===== src/verilog/mts_consts.svh =====
`ifndef MTS_CONSTS_SVH
`define MTS_CONSTS_SVH

// Register indices as printed; the byte address is four times the index.
`define MTS_IDX_RESULT      8'h5d
`define MTS_IDX_CTRL        8'h5e
`define MTS_IDX_MCS         8'h60
`define MTS_ADDR_W          10

// Result register fields.
`define MTS_RES_CH0         0
`define MTS_RES_CH1         1

// Test and scrub control fields.
`define MTS_CTL_EN          0
`define MTS_CTL_MODE_LO     1
`define MTS_CTL_MODE_HI     2
`define MTS_CTL_DONE        3
`define MTS_CTL_PAT_LO      4
`define MTS_CTL_PAT_HI      5

// Memory control settings fields.
`define MTS_MC_RANK_LO      0
`define MTS_MC_RANK_HI      2
`define MTS_MC_SPARE_LO     3
`define MTS_MC_SPARE_HI     5
`define MTS_MC_WIPE         6
`define MTS_MC_THERM        7
`define MTS_MC_SINGLE       8
`define MTS_MC_SPALGO       11
`define MTS_MC_PSALGO       12
`define MTS_MC_DSALGO       13
`define MTS_MC_DEMSCRUB     14
`define MTS_MC_SPARE_ERROR_THRESHOLD_LO      16
`define MTS_MC_SPARE_ERROR_THRESHOLD_HI      19
`define MTS_MC_EPOL         20
`define MTS_MC_RDTHR        21
`define MTS_MC_WRTHR        22
`define MTS_MC_RW_MASK      32'h001f79c7

// Timing.
`define MTS_PATROL_CYC      16384
`define MTS_CLK_MHZ         200
`define MTS_CAP_US          100
`define MTS_CAP_CYC         (`MTS_CAP_US * `MTS_CLK_MHZ)
`define MTS_DDR1_PCT_X10    500
`define MTS_DDR2_PCT_X10    625
`define MTS_ACT_LIMIT       4
`define MTS_ACT_WIN_CMD     10
`define MTS_CORE_PER_CMD    1

`endif


===== src/verilog/mts_pkg.sv =====
package mts_pkg;
    typedef enum logic [1:0] {
        MTS_MODE_FWRITE,
        MTS_MODE_RSVD,
        MTS_MODE_PATROL,
        MTS_MODE_FVERIFY
    } mts_mode_t;

    typedef enum logic [1:0] {
        MTS_PAT_ZERO,
        MTS_PAT_RAND,
        MTS_PAT_INV,
        MTS_PAT_RSVD
    } mts_pat_t;

    typedef struct packed {
        logic        valid;
        logic        write;
        logic [2:0]  rank;
        logic [31:0] addr;
        logic [63:0] data;
    } mts_mem_req_t;

    typedef struct packed {
        logic        valid;
        logic [1:0]  mismatch;
    } mts_mem_rsp_t;
endpackage


===== src/verilog/mts_engine.sv =====
// What this block does
// - Verify mismatch sets per-channel bad flag, write-one clears
// - Bits 5:4 pick zero, random or inverted pattern
// - Pass end sets scrub complete, write-one clears
// - Enable bit runs mode chosen by bits 2:1
// - Mode 00 writes pattern randomly over test rank
// - Mode 10 patrols all memory, one access every 16k cycles
// - Mode 11 reads and checks randomly over rank
// - Clearing enable resets patrol scrub counters
// - Enable bit excluded from configuration save-restore
// - Throttled read or write sets sticky flags
// - Bit 20 picks activate throttle window policy
// - Single rank at threshold starts spare fail-over
// - Bit 14 enables demand scrub of corrected data
// - Bits 13..11 choose scrub and sparing algorithms
// - Bit 8 restricts fast modes to recorded address
// - Thermal cap limits bandwidth per 100us window
// - Wipe writes zeros to failing module during copy
// - Spare rank field frozen during copy or wipe
// - Bits 2:0 select rank for fast modes
`include "mts_consts.svh"

module mts_engine
    import mts_pkg::*;
#(
    parameter int ADDR_W     = 20,
    parameter int PATROL_CYC = `MTS_PATROL_CYC,
    parameter int CAP_CYC    = `MTS_CAP_CYC
) (
    input  wire logic                         CORE_CLK,
    input  wire logic                         RST,
    input  wire logic [`MTS_ADDR_W-1:0]       WB_ADR_I,
    input  wire logic [31:0]                  WB_DAT_I,
    output logic      [31:0]                  WB_DAT_O,
    input  wire logic                         WB_WE_I,
    input  wire logic [3:0]                   WB_SEL_I,
    input  wire logic                         WB_STB_I,
    input  wire logic                         WB_CYC_I,
    output logic                              WB_ACK_O,
    output logic                              WB_ERR_O,
    output mts_pkg::mts_mem_req_t             MEM_REQ,
    input  wire logic                         MEM_READY,
    input  wire mts_pkg::mts_mem_rsp_t        MEM_RSP,
    input  wire logic                         MEM_WR_FLUSHED,
    input  wire logic [31:0]                  RECORDED_ERROR_ADDR,
    input  wire logic                         RD_THROTTLED,
    input  wire logic                         WR_THROTTLED,
    input  wire logic                         ACTIVATE_REQ,
    input  wire logic                         FIRST_GEN_DDR_SELECT,
    input  wire logic                         SPARING_ENABLE,
    input  wire logic [7:0][3:0]              RANK_ERROR_COUNT,
    input  wire logic                         SPARE_COPY_BUSY,
    input  wire logic                         CONFIG_SAVE_RESTORE,
    output logic                              ACTIVATE_GRANT,
    output logic                              THERMAL_GRANT,
    output logic                              SPARE_START,
    output logic      [2:0]                   SPARE_FAILED_RANK,
    output logic                              WIPE_ZEROS,
    output logic                              DEMAND_SCRUB_ENABLE,
    output logic      [2:0]                   SCRUB_ALGORITHMS
);
    import mts_pkg::*;

    ////////////////////////////////////////////////////////////////////////////
    // Wishbone slave: one-cycle ack, ack drops the cycle after it is given.

    logic [1:0]  result_r;
    logic [5:0]  ctrl_r;
    logic [31:0] mcs_r;
    logic        req_ok;
    logic        wr_res;
    logic        wr_ctl;
    logic        wr_mcs;
    logic [7:0]  idx;
    logic        mapped;

    assign idx    = WB_ADR_I[9:2];
    assign mapped = (idx == `MTS_IDX_RESULT) || (idx == `MTS_IDX_CTRL) || (idx == `MTS_IDX_MCS);
    assign req_ok = WB_CYC_I && WB_STB_I && !WB_ACK_O && !WB_ERR_O;
    assign wr_res = req_ok && WB_WE_I && (idx == `MTS_IDX_RESULT) && WB_SEL_I[0];
    assign wr_ctl = req_ok && WB_WE_I && (idx == `MTS_IDX_CTRL) && WB_SEL_I[0];
    assign wr_mcs = req_ok && WB_WE_I && (idx == `MTS_IDX_MCS);

    always_ff @(posedge CORE_CLK) begin
        if (RST) begin
            WB_ACK_O <= 1'b0;
            WB_ERR_O <= 1'b0;
        end else begin
            WB_ACK_O <= req_ok && mapped;
            WB_ERR_O <= req_ok && !mapped;
        end
    end

    always_ff @(posedge CORE_CLK) begin
        if (RST) begin
            WB_DAT_O <= 32'h0;
        end else if (req_ok && !WB_WE_I) begin
            case (idx)
                `MTS_IDX_RESULT: WB_DAT_O <= {30'h0, result_r};
                `MTS_IDX_CTRL:   WB_DAT_O <= {26'h0, ctrl_r};
                `MTS_IDX_MCS:    WB_DAT_O <= mcs_r;
                default:         WB_DAT_O <= 32'h0;
            endcase
        end
    end

    ////////////////////////////////////////////////////////////////////////////
    // Engine state.

    typedef enum {ST_IDLE, ST_RUN, ST_FLUSH, ST_STOP} st_t;
    st_t st_r;

    logic              en;
    mts_mode_t         mode;
    mts_pat_t          pat;
    logic              reserved_sel;
    logic [ADDR_W-1:0] cnt_r;
    logic [ADDR_W-1:0] lfsr_r;
    logic [63:0]       rnd_r;
    logic [14:0]       patrol_tmr_r;
    logic              patrol_tick;
    logic              single;
    logic              issue;
    logic              last;
    logic              pass_done;
    logic [1:0]        bad_set;

    assign en           = ctrl_r[`MTS_CTL_EN];
    assign mode         = mts_mode_t'(ctrl_r[`MTS_CTL_MODE_HI:`MTS_CTL_MODE_LO]);
    assign pat          = mts_pat_t'(ctrl_r[`MTS_CTL_PAT_HI:`MTS_CTL_PAT_LO]);
    assign single       = mcs_r[`MTS_MC_SINGLE];
    // A reserved mode, or a reserved pattern outside patrol, keeps the engine in idle, so neither pass flag can move.
    assign reserved_sel = (mode == MTS_MODE_RSVD) || (mode != MTS_MODE_PATROL && pat == MTS_PAT_RSVD);
    assign patrol_tick  = (patrol_tmr_r == 15'(PATROL_CYC - 1));
    assign issue        = (st_r == ST_RUN) && MEM_READY && THERMAL_GRANT
                          && ((mode != MTS_MODE_PATROL) || patrol_tick);
    assign last         = single ? 1'b1 : (cnt_r == {ADDR_W{1'b1}});
    assign pass_done    = (st_r == ST_FLUSH) && MEM_WR_FLUSHED;

    always_ff @(posedge CORE_CLK) begin
        if (RST) begin
            st_r <= ST_IDLE;
        end else if (!en) begin
            st_r <= ST_IDLE;
        end else begin
            case (st_r)
                ST_IDLE:  st_r <= reserved_sel ? ST_IDLE : ST_RUN;
                ST_RUN:   st_r <= (issue && last) ? ST_FLUSH : ST_RUN;
                // Patrol walks memory forever; fast modes stop after one pass.
                ST_FLUSH: st_r <= !MEM_WR_FLUSHED ? ST_FLUSH :
                                  (mode == MTS_MODE_PATROL ? ST_RUN : ST_STOP);
                ST_STOP:  st_r <= ST_STOP;
                default:  st_r <= ST_IDLE;
            endcase
        end
    end

    // Clearing enable zeroes the walk and patrol timers.
    always_ff @(posedge CORE_CLK) begin
        if (RST || !en) begin
            cnt_r        <= '0;
            patrol_tmr_r <= 15'h0;
        end else begin
            if (issue) begin
                cnt_r <= cnt_r + 1'b1;
            end
            if (st_r == ST_RUN && mode == MTS_MODE_PATROL) begin
                patrol_tmr_r <= patrol_tick ? 15'h0 : patrol_tmr_r + 15'h1;
            end
        end
    end

    // The LFSR holds still during a pass, so cnt ^ lfsr visits every address once.
    always_ff @(posedge CORE_CLK) begin
        if (RST) begin
            lfsr_r <= {{(ADDR_W-1){1'b0}}, 1'b1};
            rnd_r  <= 64'h1;
        end else begin
            if (st_r != ST_RUN) begin
                lfsr_r <= {lfsr_r[ADDR_W-2:0], lfsr_r[ADDR_W-1] ^ lfsr_r[ADDR_W-4]};
            end
            rnd_r <= {rnd_r[62:0], rnd_r[63] ^ rnd_r[62] ^ rnd_r[60] ^ rnd_r[59]};
        end
    end

    // The whole line carries one pattern word.
    always_ff @(posedge CORE_CLK) begin
        if (RST) begin
            MEM_REQ <= '0;
        end else begin
            MEM_REQ.valid <= issue;
            MEM_REQ.write <= (mode == MTS_MODE_FWRITE);
            MEM_REQ.rank  <= mcs_r[`MTS_MC_RANK_HI:`MTS_MC_RANK_LO];
            MEM_REQ.addr  <= single ? RECORDED_ERROR_ADDR :
                             32'(mode == MTS_MODE_PATROL ? cnt_r : (cnt_r ^ lfsr_r));
            case (pat)
                MTS_PAT_ZERO: MEM_REQ.data <= 64'h0;
                MTS_PAT_RAND: MEM_REQ.data <= rnd_r;
                MTS_PAT_INV:  MEM_REQ.data <= ~rnd_r;
                default:      MEM_REQ.data <= 64'h0;
            endcase
        end
    end

    assign bad_set = (MEM_RSP.valid && mode == MTS_MODE_FVERIFY && en) ? MEM_RSP.mismatch : 2'b00;

    ////////////////////////////////////////////////////////////////////////////
    // Registers; hardware sets win over write-one clears.

    always_ff @(posedge CORE_CLK) begin
        if (RST) begin
            result_r <= 2'b00;
        end else begin
            result_r <= (result_r & ~(wr_res ? WB_DAT_I[1:0] : 2'b00)) | bad_set;
        end
    end

    // The enable bit has no save copy; a restore only holds it off.
    always_ff @(posedge CORE_CLK) begin
        if (RST) begin
            ctrl_r <= 6'h0;
        end else begin
            if (wr_ctl) begin
                ctrl_r[`MTS_CTL_PAT_HI:`MTS_CTL_PAT_LO]   <= WB_DAT_I[`MTS_CTL_PAT_HI:`MTS_CTL_PAT_LO];
                ctrl_r[`MTS_CTL_MODE_HI:`MTS_CTL_MODE_LO] <= WB_DAT_I[`MTS_CTL_MODE_HI:`MTS_CTL_MODE_LO];
                ctrl_r[`MTS_CTL_EN] <= WB_DAT_I[`MTS_CTL_EN] && !CONFIG_SAVE_RESTORE;
            end
            ctrl_r[`MTS_CTL_DONE] <= pass_done ||
                (ctrl_r[`MTS_CTL_DONE] && !(wr_ctl && WB_DAT_I[`MTS_CTL_DONE]));
        end
    end

    logic       copy_busy;
    logic [1:0] thr_set;

    assign copy_busy = SPARE_COPY_BUSY;
    assign thr_set   = {WR_THROTTLED, RD_THROTTLED};

    always_ff @(posedge CORE_CLK) begin
        if (RST) begin
            mcs_r <= 32'h0;
        end else begin
            if (wr_mcs) begin
                for (int b = 0; b < 4; b++) begin
                    if (WB_SEL_I[b]) begin
                        mcs_r[b*8 +: 8] <= WB_DAT_I[b*8 +: 8] & 8'(`MTS_MC_RW_MASK >> (b*8));
                    end
                end
                if (copy_busy) begin
                    mcs_r[`MTS_MC_SPARE_HI:`MTS_MC_SPARE_LO] <= mcs_r[`MTS_MC_SPARE_HI:`MTS_MC_SPARE_LO];
                end
            end
            mcs_r[`MTS_MC_WRTHR:`MTS_MC_RDTHR] <= thr_set |
                (mcs_r[`MTS_MC_WRTHR:`MTS_MC_RDTHR]
                 & ~(wr_mcs && WB_SEL_I[2] ? WB_DAT_I[`MTS_MC_WRTHR:`MTS_MC_RDTHR] : 2'b00));
        end
    end

    ////////////////////////////////////////////////////////////////////////////
    // Control outputs.

    always_ff @(posedge CORE_CLK) begin
        if (RST) begin
            DEMAND_SCRUB_ENABLE <= 1'b0;
            SCRUB_ALGORITHMS    <= 3'b000;
            WIPE_ZEROS          <= 1'b0;
        end else begin
            DEMAND_SCRUB_ENABLE <= mcs_r[`MTS_MC_DEMSCRUB];
            SCRUB_ALGORITHMS    <= {mcs_r[`MTS_MC_DSALGO], mcs_r[`MTS_MC_PSALGO],
                                    mcs_r[`MTS_MC_SPALGO]};
            WIPE_ZEROS          <= SPARING_ENABLE && copy_busy && mcs_r[`MTS_MC_WIPE];
        end
    end

    // Exactly one rank at threshold starts the fail-over.
    logic [3:0] hit_cnt;
    logic [2:0] hit_rank;
    always_comb begin
        hit_cnt  = 4'h0;
        hit_rank = 3'h0;
        for (int r = 0; r < 8; r++) begin
            if (RANK_ERROR_COUNT[r] == mcs_r[`MTS_MC_SPARE_ERROR_THRESHOLD_HI:`MTS_MC_SPARE_ERROR_THRESHOLD_LO]) begin
                hit_cnt  = hit_cnt + 4'h1;
                hit_rank = 3'(r);
            end
        end
    end

    always_ff @(posedge CORE_CLK) begin
        if (RST) begin
            SPARE_START       <= 1'b0;
            SPARE_FAILED_RANK <= 3'h0;
        end else begin
            SPARE_START <= SPARING_ENABLE && !copy_busy && (hit_cnt == 4'h1) && !SPARE_START;
            if (SPARING_ENABLE && !copy_busy && hit_cnt == 4'h1) begin
                SPARE_FAILED_RANK <= hit_rank;
            end
        end
    end

    // Activate throttle: 4 per 10 command clocks, or 4 per row cycle when conservative.
    localparam int WIN_AGG = `MTS_ACT_WIN_CMD * `MTS_CORE_PER_CMD;
    parameter  int TRC_CYC = 12;
    // A sliding history holds the limit over any run of cycles, not only aligned windows.
    logic [15:0] act_hist_r;
    logic [4:0]  act_cnt;
    logic [7:0]  win_len;
    assign win_len        = mcs_r[`MTS_MC_EPOL] ? 8'(TRC_CYC) : 8'(WIN_AGG);
    assign ACTIVATE_GRANT = ACTIVATE_REQ && (act_cnt < 5'(`MTS_ACT_LIMIT));

    always_comb begin
        act_cnt = 5'h0;
        for (int i = 0; i < 16; i++) begin
            if (8'(i) < win_len - 8'h1) begin
                act_cnt = act_cnt + {4'h0, act_hist_r[i]};
            end
        end
    end

    always_ff @(posedge CORE_CLK) begin
        if (RST) begin
            act_hist_r <= 16'h0;
        end else begin
            act_hist_r <= {act_hist_r[14:0], ACTIVATE_GRANT};
        end
    end

    // Thermal cap: per 100 us window, budget in cycles of 50% or 62.5%.
    localparam int BUD1 = CAP_CYC * `MTS_DDR1_PCT_X10 / 1000;
    localparam int BUD2 = CAP_CYC * `MTS_DDR2_PCT_X10 / 1000;
    logic [17:0] cap_tmr_r;
    logic [17:0] used_r;
    logic [17:0] budget;
    assign budget        = FIRST_GEN_DDR_SELECT ? 18'(BUD1) : 18'(BUD2);
    assign THERMAL_GRANT = !mcs_r[`MTS_MC_THERM] || (used_r < budget);

    always_ff @(posedge CORE_CLK) begin
        if (RST || cap_tmr_r == 18'(CAP_CYC - 1)) begin
            cap_tmr_r <= 18'h0;
            used_r    <= 18'h0;
        end else begin
            cap_tmr_r <= cap_tmr_r + 18'h1;
            if (issue) begin
                used_r <= used_r + 18'h1;
            end
        end
    end

endmodule // mts_engine


===== config.mk =====
export PLATFORM = sky130hd
export DESIGN_NAME = mts_engine
export DESIGN_NICKNAME = d
export VERILOG_FILES = /design/src/verilog/mts_pkg.sv /design/src/verilog/mts_engine.sv
export VERILOG_INCLUDE_DIRS = /design/src /design/src/verilog
export SDC_FILE = /design/constraint.sdc
export NUM_CORES = 1
export LEC_CHECK = 0
export BUFFER_PORTS_ARGS = -buffer_cell sky130_fd_sc_hd__buf_4
export CORE_MARGIN = 10
export CORE_UTILIZATION = 59
export DETAILED_ROUTE_END_ITERATION = 7
export HOLD_SLACK_MARGIN = 0.03
export PLACE_DENSITY = 0.93
export SLEW_MARGIN = 20
export SYNTH_ARGS = -nofsm -noshare
export SYNTH_HDL_FRONTEND = slang
export SYNTH_SLANG_ARGS = --single-unit

===== constraint.sdc =====
create_clock -name CORE_CLK -period 10.4 [get_ports CORE_CLK]
set_input_delay 2.08 -clock CORE_CLK [delete_from_list [all_inputs] [get_ports CORE_CLK]]
set_output_delay 2.08 -clock CORE_CLK [all_outputs]
set_load 0.01 [all_outputs]

Yosys cells after proc, flatten, opt, wreduce, memory -nomap -nowiden. Cells that the tools add are included.

Bits in registers: 372. Bits in latches: 0. Bits in writable memories: 0. Memory bits (read-only): 0. Output and inout bits: 146. Logic and storage cells: 216. Memories kept: 0.

Add/sub/neg operators: 27. Multipliers: 0. Div/mod/pow operators: 0. $lt $le $gt $ge: 18. Equal/unequal tests: 28. Shift operators: 0. Multiplexer cells: 47. Bitwise logic cells: 13. Reductions and logical operators: 55.

Operators by type and width (number): case mux 64 bit (2 select lines) (1); equality test 32 x 2 -> 1 bit (second input constant) (3); adder 5 x 1 -> 5 bit (15); two-way mux 5 bit (15); case mux 23 bit (3 select lines) (1); less-than comparator 4 x 8 -> 1 bit (first input constant) (8); NOT 64 bit (1); adder 18 x 1 -> 18 bit (second input constant) (2); equality test 32 x 1 -> 1 bit (second input constant) (1); equality test 32 x 3 -> 1 bit (second input constant) (1); equality test 4 bit (8); logical NOT 32 bit (1); less-than comparator 3 x 8 -> 1 bit (first input constant) (4); two-way mux 32 bit (1); inequality test 32 x 2 -> 1 bit (second input constant) (1); logical AND 1 bit (31); adder 4 x 1 -> 4 bit (second input constant) (7); two-way mux 4 bit (7); equality test 8 x 7 -> 1 bit (second input constant) (3); two-way mux 3 bit (7); adder 20 x 1 -> 20 bit (second input constant) (1); equality test 20 bit (second input constant) (1); two-way mux 20 bit (1); XOR 20 bit (1); other kinds (27) (66).

Logic depth before layout (Yosys ltp). Gate-level depths: netlist of the first run.

Word-level depth: 36. Depth in mapped cells: 27. Mapped depth without buffers: 26.

Worst setup path after synthesis of the first run. OpenSTA, ideal clock, no wires.

Kind: reg2out. Start point: reg act_hist_r[0]. End point: out ACTIVATE_GRANT. Data arrival time: 4.574 ns. Setup slack: 3.746 ns. Cell stages (with the launch flop): 18. Path buffers: 1. Cells stage by stage: dfxtp_1 -> fa_1 -> ha_1 -> ha_1 -> ha_1 -> ha_1 -> ha_1 -> ha_1 -> ha_1 -> ha_1 -> nand3_1 -> o21ai_0 -> and2_1 -> clkbuf_1 -> nor4b_1 -> mux2i_1 -> xor2_1 -> a211oi_1.

Longest elaborated chain between the ends: 33.

Ends and longest elaborated chain: start: declaration (RTL line mts_engine.sv:305) `logic [15:0] act_hist_r;`; start signal: assignment (RTL line mts_engine.sv:324) `act_hist_r <= {act_hist_r[14:0], ACTIVATE_GRANT};`; two-way mux 1 bit * (RTL line mts_engine.sv:314) `if (8'(i) < win_len - 8'h1) begin`; adder 5 x 1 -> 5 bit (RTL line mts_engine.sv:315) `act_cnt = act_cnt + {4'h0, act_hist_r[i]};`; two-way mux 5 bit * (RTL line mts_engine.sv:314); adder 5 x 1 -> 5 bit (RTL line mts_engine.sv:315); two-way mux 5 bit * (RTL line mts_engine.sv:314); adder 5 x 1 -> 5 bit (RTL line mts_engine.sv:315); two-way mux 5 bit * (RTL line mts_engine.sv:314); adder 5 x 1 -> 5 bit (RTL line mts_engine.sv:315); (+17 left out); adder 5 x 1 -> 5 bit (RTL line mts_engine.sv:315); two-way mux 5 bit * (RTL line mts_engine.sv:314); adder 5 x 1 -> 5 bit (RTL line mts_engine.sv:315); two-way mux 5 bit * (RTL line mts_engine.sv:314); adder 5 x 1 -> 5 bit (RTL line mts_engine.sv:315); two-way mux 5 bit * (RTL line mts_engine.sv:314); less-than comparator 5 x 3 -> 1 bit * (RTL line mts_engine.sv:309) `` assign ACTIVATE_GRANT = ACTIVATE_REQ && (act_cnt < 5'(`MTS_ACT_LIMIT)); ``; logical AND 1 bit * (RTL line mts_engine.sv:309); end: declaration (RTL line mts_engine.sv:54) `output logic ACTIVATE_GRANT,`.

Mark *: on every way between the ends. The rest lies on a longest branch, timed or not.

Worst setup path after layout of the first run. Ends and elaborated chain as after synthesis.

==> impl_results.md, run 1 <==
* Status: finished, final reports clean
* First DRT Iteration DRCs at 809
* Core Area at 21960 um^2
* FMAX at 129.7 MHz
* Die Height at 169.8 um
* Most used cell, CP: ha_1
* Post-Synthesis Cell Area at 13240 um^2
* Max cap viols at 0
* Crit path DAT at 5630 ps
* Mean post-synth cell area at 9.041 um^2
* RSZ-0062 raised after global routing: false
* Clk sink count at 325
* Commonest non-fill, non-tap cell in the layout: dfxtp_1
* Post-synthesis sequential area ratio at 0.4915
* Die area at 28830 um^2
* Vias in the first global route at 10700
* Ports at 273
* CTS resizes at 0
* # Post-CTS Setup Buffers at 0
* Cell taking the most area after synthesis: dfxtp_1
* Layout Skew at 17.81 ps
* LEAKAGE at 6.807 nW
* Routed wire length at 34030 um
* Slew Viols, Final at 0
* H-tree depth at 1
* Period Utilization, post-route at 0.7416
* CTS tree: built
* Area growth syn-to-layout at 23.14%
* Critical Path Slowest Stage Cell: fa_1
* Routed Antenna Nets at 0
* Worst reg2reg path startpoint: mcs_r[17]
* Setup TNS at 0 ps
* R2r setup slk at 4310 ps
* Dpl hpwl at 23460 um
* Pwr Total at 0.002597 W
* DRC viols at 0
* Ranking of synthesized cells by area: dfxtp_1, xor2_1, nand2_1, nor2_1, nor2b_1
* Share of cells above drive strength 1 at 0.1904
* HP Start: rnd_r[30]
* Synth warnings at 0
* Initial antenna violation count at 0
* Clk root buf: clkbuf_16
* PD cells at 159.3 nW/um^2
* N_diodes at 0
* FF-to-FF End: SPARE_START
* Total grt overflow at 0
* WS Path Type: register to output port
* Syn Inst Count at 1464
* Die width at 169.8 um
* Worst-Skew Late Latency at 550 ps
* Gpl congestion at 0.8697
* Final setup violation count at 0
* TritonCTS buffer count at 31
* Port Buffers at 245
* Reg2Reg Depth at 24
* NumNets Final at 1841
* Final core utilization at 0.7423
* Clock Tree Buf Depth at 3
* CTS Hold Bufs at 0
* Post-synth cell types at 65
* Worst path cell trace: fa_1 -> ha_1 -> ha_1 -> ha_1 -> ha_1 -> ha_1 -> ha_1 -> ha_1 -> ha_1 -> nand3_1 -> o21ai_0 -> and2_1 -> nor4b_1 -> mux2i_1 -> xor2_1 -> a211oi_1 -> buf_4
* Critical Path Start Type: register
* Crit path max fanout at 8
* Final Hold Viols at 0
* Ys flop type: dfxtp_1
* CP max stage delay at 590 ps
* Min Tclk post-route at 7713 ps
* Vias at 10930
* Worst ir drop on vdd at 0.0001257 V
* Initial Util at 0.6028
* Hold endpoint: MEM_REQ[30]
* Least-Margin Pin Slew at 1034 ps
* Mean number of vias per cell at 5.517
* Most frequent cells in the layout: dfxtp_1, buf_4, nand2_1, nor2_1, xor2_1
* Seq cells post-synth at 325
* Worst hold-check path type: register to register
* FFs w/ async S/R, synth at 0
* WL/cell at 17.17 um
* Largest net degree at the start of global routing at 95
* Hold depth at 1
* EDFF count, synth at 0
* GRT Overall Usage at 0.2233
* Worst rel slew slack at 0.3078
* First-pass DRT Iterations at 5
* Row count at 54
* Global-route wire length before repair at 54110 um
* Synth top area share at 0.4915
* Worst-path clk slew at 60 ps
* Hold Slack at 462.1 ps
* Required @ worst endpoint at 8320 ps
* Critical path endpoint category: output port
## flip-flops by register name, indices dropped and copies added, names as in the netlist, 2 cells and up
signal	count
MEM_REQ	101
rnd_r	64
WB_DAT_O	20
cnt_r	20
lfsr_r	20
cap_tmr_r	18
used_r	18
mcs_r	17
patrol_tmr_r	15
act_hist_r	11
ctrl_r	6
SCRUB_ALGORITHMS	3
SPARE_FAILED_RANK	3
result_r	2
st_r	2
## final cells by class
type	count	area, um^2
sequential	325	6506
multi-input combinational	1045	6317
fill	1437	5659
timing repair buffer	253	1903
clock buffer	39	855.8
tap	280	350.3
clock inverter	17	277.8
inverter	23	88.84
## logic make-up after synthesis
family / after synthesis / synth area share
other: 1 / 0.0002833
adder cells (fa/ha/maj): 35 / 0.03365
AO/OA/AOI/OAI: 215 / 0.09510
AND/OR/NAND/NOR: 626 / 0.2316
XOR/XNOR: 138 / 0.09802
flip-flops: 325 / 0.4915
multiplexers: 19 / 0.01446
buffers and inverters: 105 / 0.03535
## how the worst max path moves through the flow
stage,slack (ps),cells after the start,from,to
after floorplan,3750,17,act_hist_r[0],ACTIVATE_GRANT
after global placement,3240,25,RANK_ERROR_COUNT[5],SPARE_START
after detailed placement,3000,25,RANK_ERROR_COUNT[5],SPARE_START
after CTS,2750,17,act_hist_r[0],ACTIVATE_GRANT
after global routing,2410,17,act_hist_r[1],ACTIVATE_GRANT
final,2690,17,act_hist_r[0],ACTIVATE_GRANT
## synthesized netlist by cell type, types with 7 or more instances
cell / count
dfxtp_1: 325
nand2_1: 191
nor2_1: 165
xor2_1: 92
nor2b_1: 89
o21ai_0: 86
a21oi_1: 66
clkbuf_1: 57
nand3_1: 45
xnor2_1: 40
ha_1: 34
nand4_1: 29
and3_1: 25
inv_1: 22
a22oi_1: 18
mux2i_1: 18
and2_1: 16
buf_4: 13
nor3_1: 10
buf_1: 9
nor4_1: 9
o21a_1: 9
nor3b_1: 8
a211oi_1: 7
## critical path, delay by kind of cell, from the launching register on
family | cells | cell delay [ps]
flops | 1 | 340
simple gates | 3 | 700
fa+ha+maj | 9 | 3010
mux | 1 | 150
compound gates | 2 | 480
buf+inv | 1 | 200
xor+xnor | 1 | 200
## metal layers
layer  up-vias  share of wire  global-route usage
met5         -              0                   0
met2       358           0.51              0.4050
met1      5169           0.40              0.2601
li1       5328              -                   -
met3        79          0.061             0.04140
met4         0          0.029             0.06868
## where the power goes
| group | internal, W | leakage (nW) | switching (W) |
|---|---|---|---|
| Sequential | 0.00125 | 2.62 | 0.00000481 |
| Clock | 0.000757 | 0.558 | 0.000476 |
| Combinational | 0.0000529 | 3.63 | 0.0000560 |
## stage by stage
stage	instances	worst slack, ps	instance area [um^2]
5_1_grt	1982	2407	16300
3_3_place_gp	1926	3236	15160
4_1_cts	1982	2752	16300
2_1_floorplan	1475	3746	13280
3_5_place_dp	1926	3004	15160
6_report	1982	2687	16300
No activity file was read; power rests on OpenSTA's default activity.
==> run 2, diff against run 1 <==
--- a/config.mk
+++ b/config.mk
@@ -8,10 +8,10 @@
 export LEC_CHECK = 0
 export BUFFER_PORTS_ARGS = -buffer_cell sky130_fd_sc_hd__buf_4
 export CORE_MARGIN = 10
-export CORE_UTILIZATION = 59
+export CORE_UTILIZATION = 49
 export DETAILED_ROUTE_END_ITERATION = 7
 export HOLD_SLACK_MARGIN = 0.03
-export PLACE_DENSITY = 0.93
+export PLACE_DENSITY = 0.83
 export SLEW_MARGIN = 20
 export SYNTH_ARGS = -nofsm -noshare
 export SYNTH_HDL_FRONTEND = slang
==> constraint.sdc (replaced) <==
create_clock -name CORE_CLK -period 6.5 [get_ports CORE_CLK]
set_input_delay 1.3 -clock CORE_CLK [delete_from_list [all_inputs] [get_ports CORE_CLK]]
set_output_delay 1.3 -clock CORE_CLK [all_outputs]
set_load 0.01 [all_outputs]
==> impl_results.md, run 2 (synthesized netlist as in run 1, its figures left out) <==
* Status: finished, final reports clean
* Ports at 273
* Crit path DAT at 5030 ps
* Layout Skew at 20.24 ps
* HP Start: SPARE_START
* Vias in the first global route at 10440
* Inst Count DP at 1992
* Routed Antenna Nets at 0
* Regs by FF count: MEM_REQ (101), rnd_r (64)
* Max cap viols at 0
* Routed wire length at 33240 um
* Least-Margin Pin Slew at 1034 ps
* First-pass DRT Iterations at 5
* Gpl congestion at 0.8532
* Worst path cell trace: fa_1 -> ha_1 -> ha_1 -> ha_4 -> ha_4 -> ha_1 -> ha_4 -> ha_4 -> ha_1 -> nand3_1 -> o21ai_0 -> and2_4 -> a21oi_1 -> o21ai_0 -> and2_1 -> mux2i_1 -> xor2_1 -> a211oi_2 -> buf_4
* Crit path max fanout at 8
* Final setup violation count at 0
* Internal power at 0.003353 W
* WL/cell at 16.16 um
* Clk sink count at 325
* Largest reg by FF count: MEM_REQ
* Area growth syn-to-layout at 25.36%
* Initial Util at 0.4939
* Mean number of vias per cell at 5.256
* Largest net degree at the start of global routing at 84
* Critical Path Start Type: register
* Setup TNS at 0 ps
* CTS Hold Bufs at 0
* Dpl hpwl at 23160 um
* N_diodes at 0
* Core Area at 26800 um^2
* Worst-Skew Late Latency at 510 ps
* Worst reg2reg path startpoint: mcs_r[19]
* NumNets Final at 1852
* Reg2Reg Depth at 25
* R2r setup slk at 1310 ps
* First DRT Iteration DRCs at 735
* Critical path endpoint category: output port
* FMAX at 158.0 MHz
* Die area at 33990 um^2
* DRC viols at 0
* Worst ir drop on vdd at 0.0002098 V
* Final Hold Viols at 0
* CTS tree: built
* Net Switching at 0.0008784 W
* Clock power frac at 0.484
* Global-route wire length before repair at 52730 um
* Max reg flops at 101
* Logic pwr share at 0.041
* GRT Overall Usage at 0.1873
* Most frequent cells in the layout: dfxtp_1, buf_4, nand2_1, nor2_1, xor2_1
* PD cells at 255.0 nW/um^2
* TritonCTS buffer count at 35
* H-tree depth at 2
* Final core utilization at 0.6191
* Hold depth at 1
* Clk root buf: clkbuf_16
* Cell area after layout at 16590 um^2
* Critical Path Slowest Stage Cell: fa_1
* Row count at 60
* Die width at 184.4 um
* Buf+Inv Stages, Crit Path at 1
* LEAKAGE at 6.880 nW
* Required @ worst endpoint at 5200 ps
* Worst rel slew slack at 0.3108
* Clock Tree Buf Depth at 3
* Period Utilization, post-route at 0.9739
* Hold endpoint: SPARE_START
* Delay-heaviest family, CP: adder cells
* Worst hold-check path type: register to register
* Vias at 10810
* Commonest non-fill, non-tap cell in the layout: dfxtp_1
* Total grt overflow at 0
* CP max stage delay at 580 ps
* Port Buffers at 245
* Slew Viols, Final at 0
* Initial antenna violation count at 0
* Filler cells at 2197
* Die Height at 184.4 um
* Share of cells above drive strength 1 at 0.2016
* Sequential share of power at 0.475
* FF-to-FF End: SPARE_START
* Min Tclk post-route at 6330 ps
* DP Area at 15280 um^2
* Sw frac at 0.2076
* Layout Cells excl Fill at 2057
* Worst-path clk slew at 60 ps
* WS Path Type: register to output port
## run 2: cell types whose count changed in the layout (fill, tap and decap cells not counted), moves of 2 or more
cell       change
clkbuf_8       +2
dfxtp_1        -2
bufinv_16      -3
ha_1           -5
buf_4          +7
a211oi_2       +2
a211oi_1       -2
dfxtp_2        +2
clkbuf_16      +5
ha_4           +4
clkbuf_1       +5
## run 2: power by group through the flow
| stage | clock [W] | sequential, W | combinational (W) |
|---|---|---|---|
| floorplan | 0 | 0.00205 | 0.0000912 |
| global placement | 0 | 0.00205 | 0.000167 |
| detailed placement | 0 | 0.00205 | 0.000171 |
| CTS | 0.00209 | 0.00201 | 0.000173 |
| global route | 0.00218 | 0.00201 | 0.000192 |
| finish | 0.00205 | 0.00201 | 0.000174 |
## run 2: layout make-up
type	count	area [um^2]	share of cell area
repair buffers	260	1956	0.1179
flip-flops and latches	325	6509	0.3922
multi-input cells	1045	6404	0.3859
inverters	23	88.84	0.005354
clock buffers	51	1027	0.06191
clock inverters	12	182.7	0.01101
well taps	341	426.7	0.02571
## run 2: worst max path at each step
stage	from	endpoint	slack (ps)	cells past startpoint
after floorplan	act_hist_r[0]	ACTIVATE_GRANT	630	17
after global placement	act_hist_r[0]	ACTIVATE_GRANT	350	17
after detailed placement	act_hist_r[0]	ACTIVATE_GRANT	340	17
after CTS	act_hist_r[0]	ACTIVATE_GRANT	50	19
after global routing	act_hist_r[2]	ACTIVATE_GRANT	-10	19
final	act_hist_r[2]	ACTIVATE_GRANT	170	19
## run 2: metrics by stage
stage	hold WS, ps	total power (W)	setup slack, ps
4_1_cts	451.6	0.004271	52.65
3_5_place_dp	438.0	0.002225	341.8
2_1_floorplan	426.0	0.002146	626.5
3_3_place_gp	430.7	0.002221	351.0
5_1_grt	473.5	0.004382	-10.21
6_report	450.5	0.004231	169.7
## run 2: what timing repair did
item / 4_1_cts / 5_1_grt
resized for setup: 8 / 5
pin swaps: 0 / 3
endpoints found under the setup margin: 1 / 1
buffers inserted: 0 / 2
## run 2: per-layer routing
layer / wire length [um] / global-route usage / vias to the layer above
li1: - / - / 5350
met5: 0 / 0 / -
met4: 1007 / 0.06719 / 0
met2: 16500 / 0.3293 / 326
met3: 2352 / 0.04686 / 71
met1: 13390 / 0.2149 / 5065
==> run 3, diff against run 2 <==
--- a/config.mk
+++ b/config.mk
@@ -8,10 +8,10 @@
 export LEC_CHECK = 0
 export BUFFER_PORTS_ARGS = -buffer_cell sky130_fd_sc_hd__buf_4
 export CORE_MARGIN = 10
-export CORE_UTILIZATION = 49
+export CORE_UTILIZATION = 59
 export DETAILED_ROUTE_END_ITERATION = 7
 export HOLD_SLACK_MARGIN = 0.03
-export PLACE_DENSITY = 0.83
+export PLACE_DENSITY = 0.93
 export SLEW_MARGIN = 20
 export SYNTH_ARGS = -nofsm -noshare
 export SYNTH_HDL_FRONTEND = slang
==> constraint.sdc (replaced) <==
create_clock -name CORE_CLK -period 7.5 [get_ports CORE_CLK]
set_input_delay 1.5 -clock CORE_CLK [delete_from_list [all_inputs] [get_ports CORE_CLK]]
set_output_delay 1.5 -clock CORE_CLK [all_outputs]
set_load 0.01 [all_outputs]
==> impl_results.md, run 3 (synthesized netlist as in run 1, its figures left out) <==
* Status: finished, final reports clean
* Worst rel slew slack at 0.2600
* Initial antenna violation count at 0
* Filler cells at 1483
* Final setup violation count at 0
* Dpl ws at 723.7 ps
* Regs by FF count: MEM_REQ (101), rnd_r (64)
* Routed wire length at 33720 um
* FF-to-FF End: SPARE_START
* Slew Viols, Final at 0
* Final worst slack at 552.1 ps
* Ports at 273
* Vias at 10940
* End point of the critical path: ACTIVATE_GRANT
* Critical Path Start Type: register
* Crit path max fanout at 8
* Worst ir drop on vdd at 0.0001798 V
* Least-Margin Pin Slew at 1106 ps
* Dpl hpwl at 23510 um
* N_diodes at 0
* Critical path endpoint category: output port
* Most used cell, CP: ha_1
* Min Tclk post-route at 6948 ps
* Worst reg2reg path startpoint: mcs_r[17]
* CTS Hold Bufs at 0
* Cell area after layout at 16270 um^2
* DRC viols at 0
* Largest reg by FF count: MEM_REQ
* Vias in the first global route at 11010
* Worst path cell trace: fa_1 -> ha_1 -> ha_1 -> ha_1 -> ha_1 -> ha_1 -> ha_1 -> ha_1 -> ha_1 -> nand3_1 -> o21ai_0 -> and2_1 -> nor4b_1 -> mux2i_1 -> xor2_1 -> a211oi_1 -> buf_4
* Mean number of vias per cell at 5.516
* Worst hold-check path type: register to register
* Buf+Inv Stages, Crit Path at 1
* Clk sink count at 325
* Die area at 28830 um^2
* Clock Tree Buf Depth at 3
* Critical Path Slowest Stage Cell: fa_1
* WS Path Type: register to output port
* Initial Util at 0.6028
* R2r setup slk at 1560 ps
* Most frequent cells in the layout: dfxtp_1, buf_4, nand2_1, nor2_1, xor2_1
* NumNets Final at 1841
* DP Area at 15160 um^2
* H-tree depth at 1
* WL/cell at 17.00 um
* HP Start: cap_tmr_r[0]
* Delay-heaviest family, CP: adder cells
* FMAX at 143.9 MHz
* Largest net degree at the start of global routing at 122
* Critical Path Start: act_hist_r[0]
* Row count at 54
* # Post-CTS Setup Buffers at 0
* Setup TNS at 0 ps
* Worst-path clk slew at 70 ps
* Routed Antenna Nets at 0
* GRT Overall Usage at 0.2238
* Hold depth at 1
* Period Utilization, post-route at 0.9264
* CTS resizes at 0
* Required @ worst endpoint at 6000 ps
* Die Height at 169.8 um
* PD cells at 217.7 nW/um^2
* Commonest non-fill, non-tap cell in the layout: dfxtp_1
* RSZ-0062 raised after global routing: false
* Max cap viols at 0
* First-pass DRT Iterations at 5
* Max reg flops at 101
* Clk root buf: clkbuf_16
* Area growth syn-to-layout at 22.92%
* TritonCTS buffer count at 31
* Global-route wire length before repair at 54000 um
* Worst-Skew Late Latency at 560 ps
* Core Area at 21960 um^2
* Gpl congestion at 0.8593
* CP max stage delay at 590 ps
* First DRT Iteration DRCs at 637
* Final Hold Viols at 0
* Port Buffers at 245
* Crit path DAT at 5450 ps
* Reg2Reg Depth at 24
* WP depth at 17
* Total grt overflow at 0
* LEAKAGE at 6.780 nW
* Share of cells above drive strength 1 at 0.1925
* Hold Slack at 460.0 ps
* Die width at 169.8 um
* CTS tree: built
* Layout Skew at 20.72 ps
## run 3: cell types whose count changed in the layout (fill, tap and decap cells not counted), moves of 3 or more
cell	previous run	this run
buf_4	259	252
clkinvlp_4	0	6
clkbuf_16	36	31
ha_4	4	0
ha_1	29	34
clkbuf_1	8	1
clkinv_2	4	7
## run 3: area by class of cell
type / count / area (um^2) / share of cell area
Clock inverter: 21 / 256.5 / 0.01576
Clock buffer: 37 / 848.3 / 0.05214
Inverter: 23 / 88.84 / 0.005460
Timing Repair Buffer: 253 / 1903 / 0.1170
Multi-Input combinational cell: 1045 / 6317 / 0.3883
Tap cell: 280 / 350.3 / 0.02153
Sequential cell: 325 / 6506 / 0.3999
## run 3: power by group
part / leakage, nW / switching (W) / internal [W] / total, W
combinational: 3.63 / 0.0000771 / 0.0000729 / 0.000150
clock: 0.531 / 0.000668 / 0.000983 / 0.00165
sequential: 2.62 / 0.00000651 / 0.00173 / 0.00174
## run 3: per-stage QoR
stage | cells | power (W) | util
final | 1984 | 0.003542 | 0.7410
after global routing | 1984 | 0.003645 | 0.7410
after CTS | 1984 | 0.003561 | 0.7409
after detailed placement | 1926 | 0.001928 | 0.6905
after global placement | 1926 | 0.001922 | 0.6905
after floorplan | 1475 | 0.001860 | -
## run 3: worst min path at each step
stage                   end
2_1_floorplan  cap_tmr_r[0]
3_3_place_gp   cap_tmr_r[0]
3_5_place_dp   cap_tmr_r[0]
4_1_cts        cap_tmr_r[0]
5_1_grt         SPARE_START
6_report       cap_tmr_r[0]
## run 3: per-layer routing
layer | part of all wire | global-route usage
met1 | 0.40 | 0.2580
met2 | 0.51 | 0.4109
met3 | 0.067 | 0.04094
met4 | 0.022 | 0.06677
met5 | 0 | 0
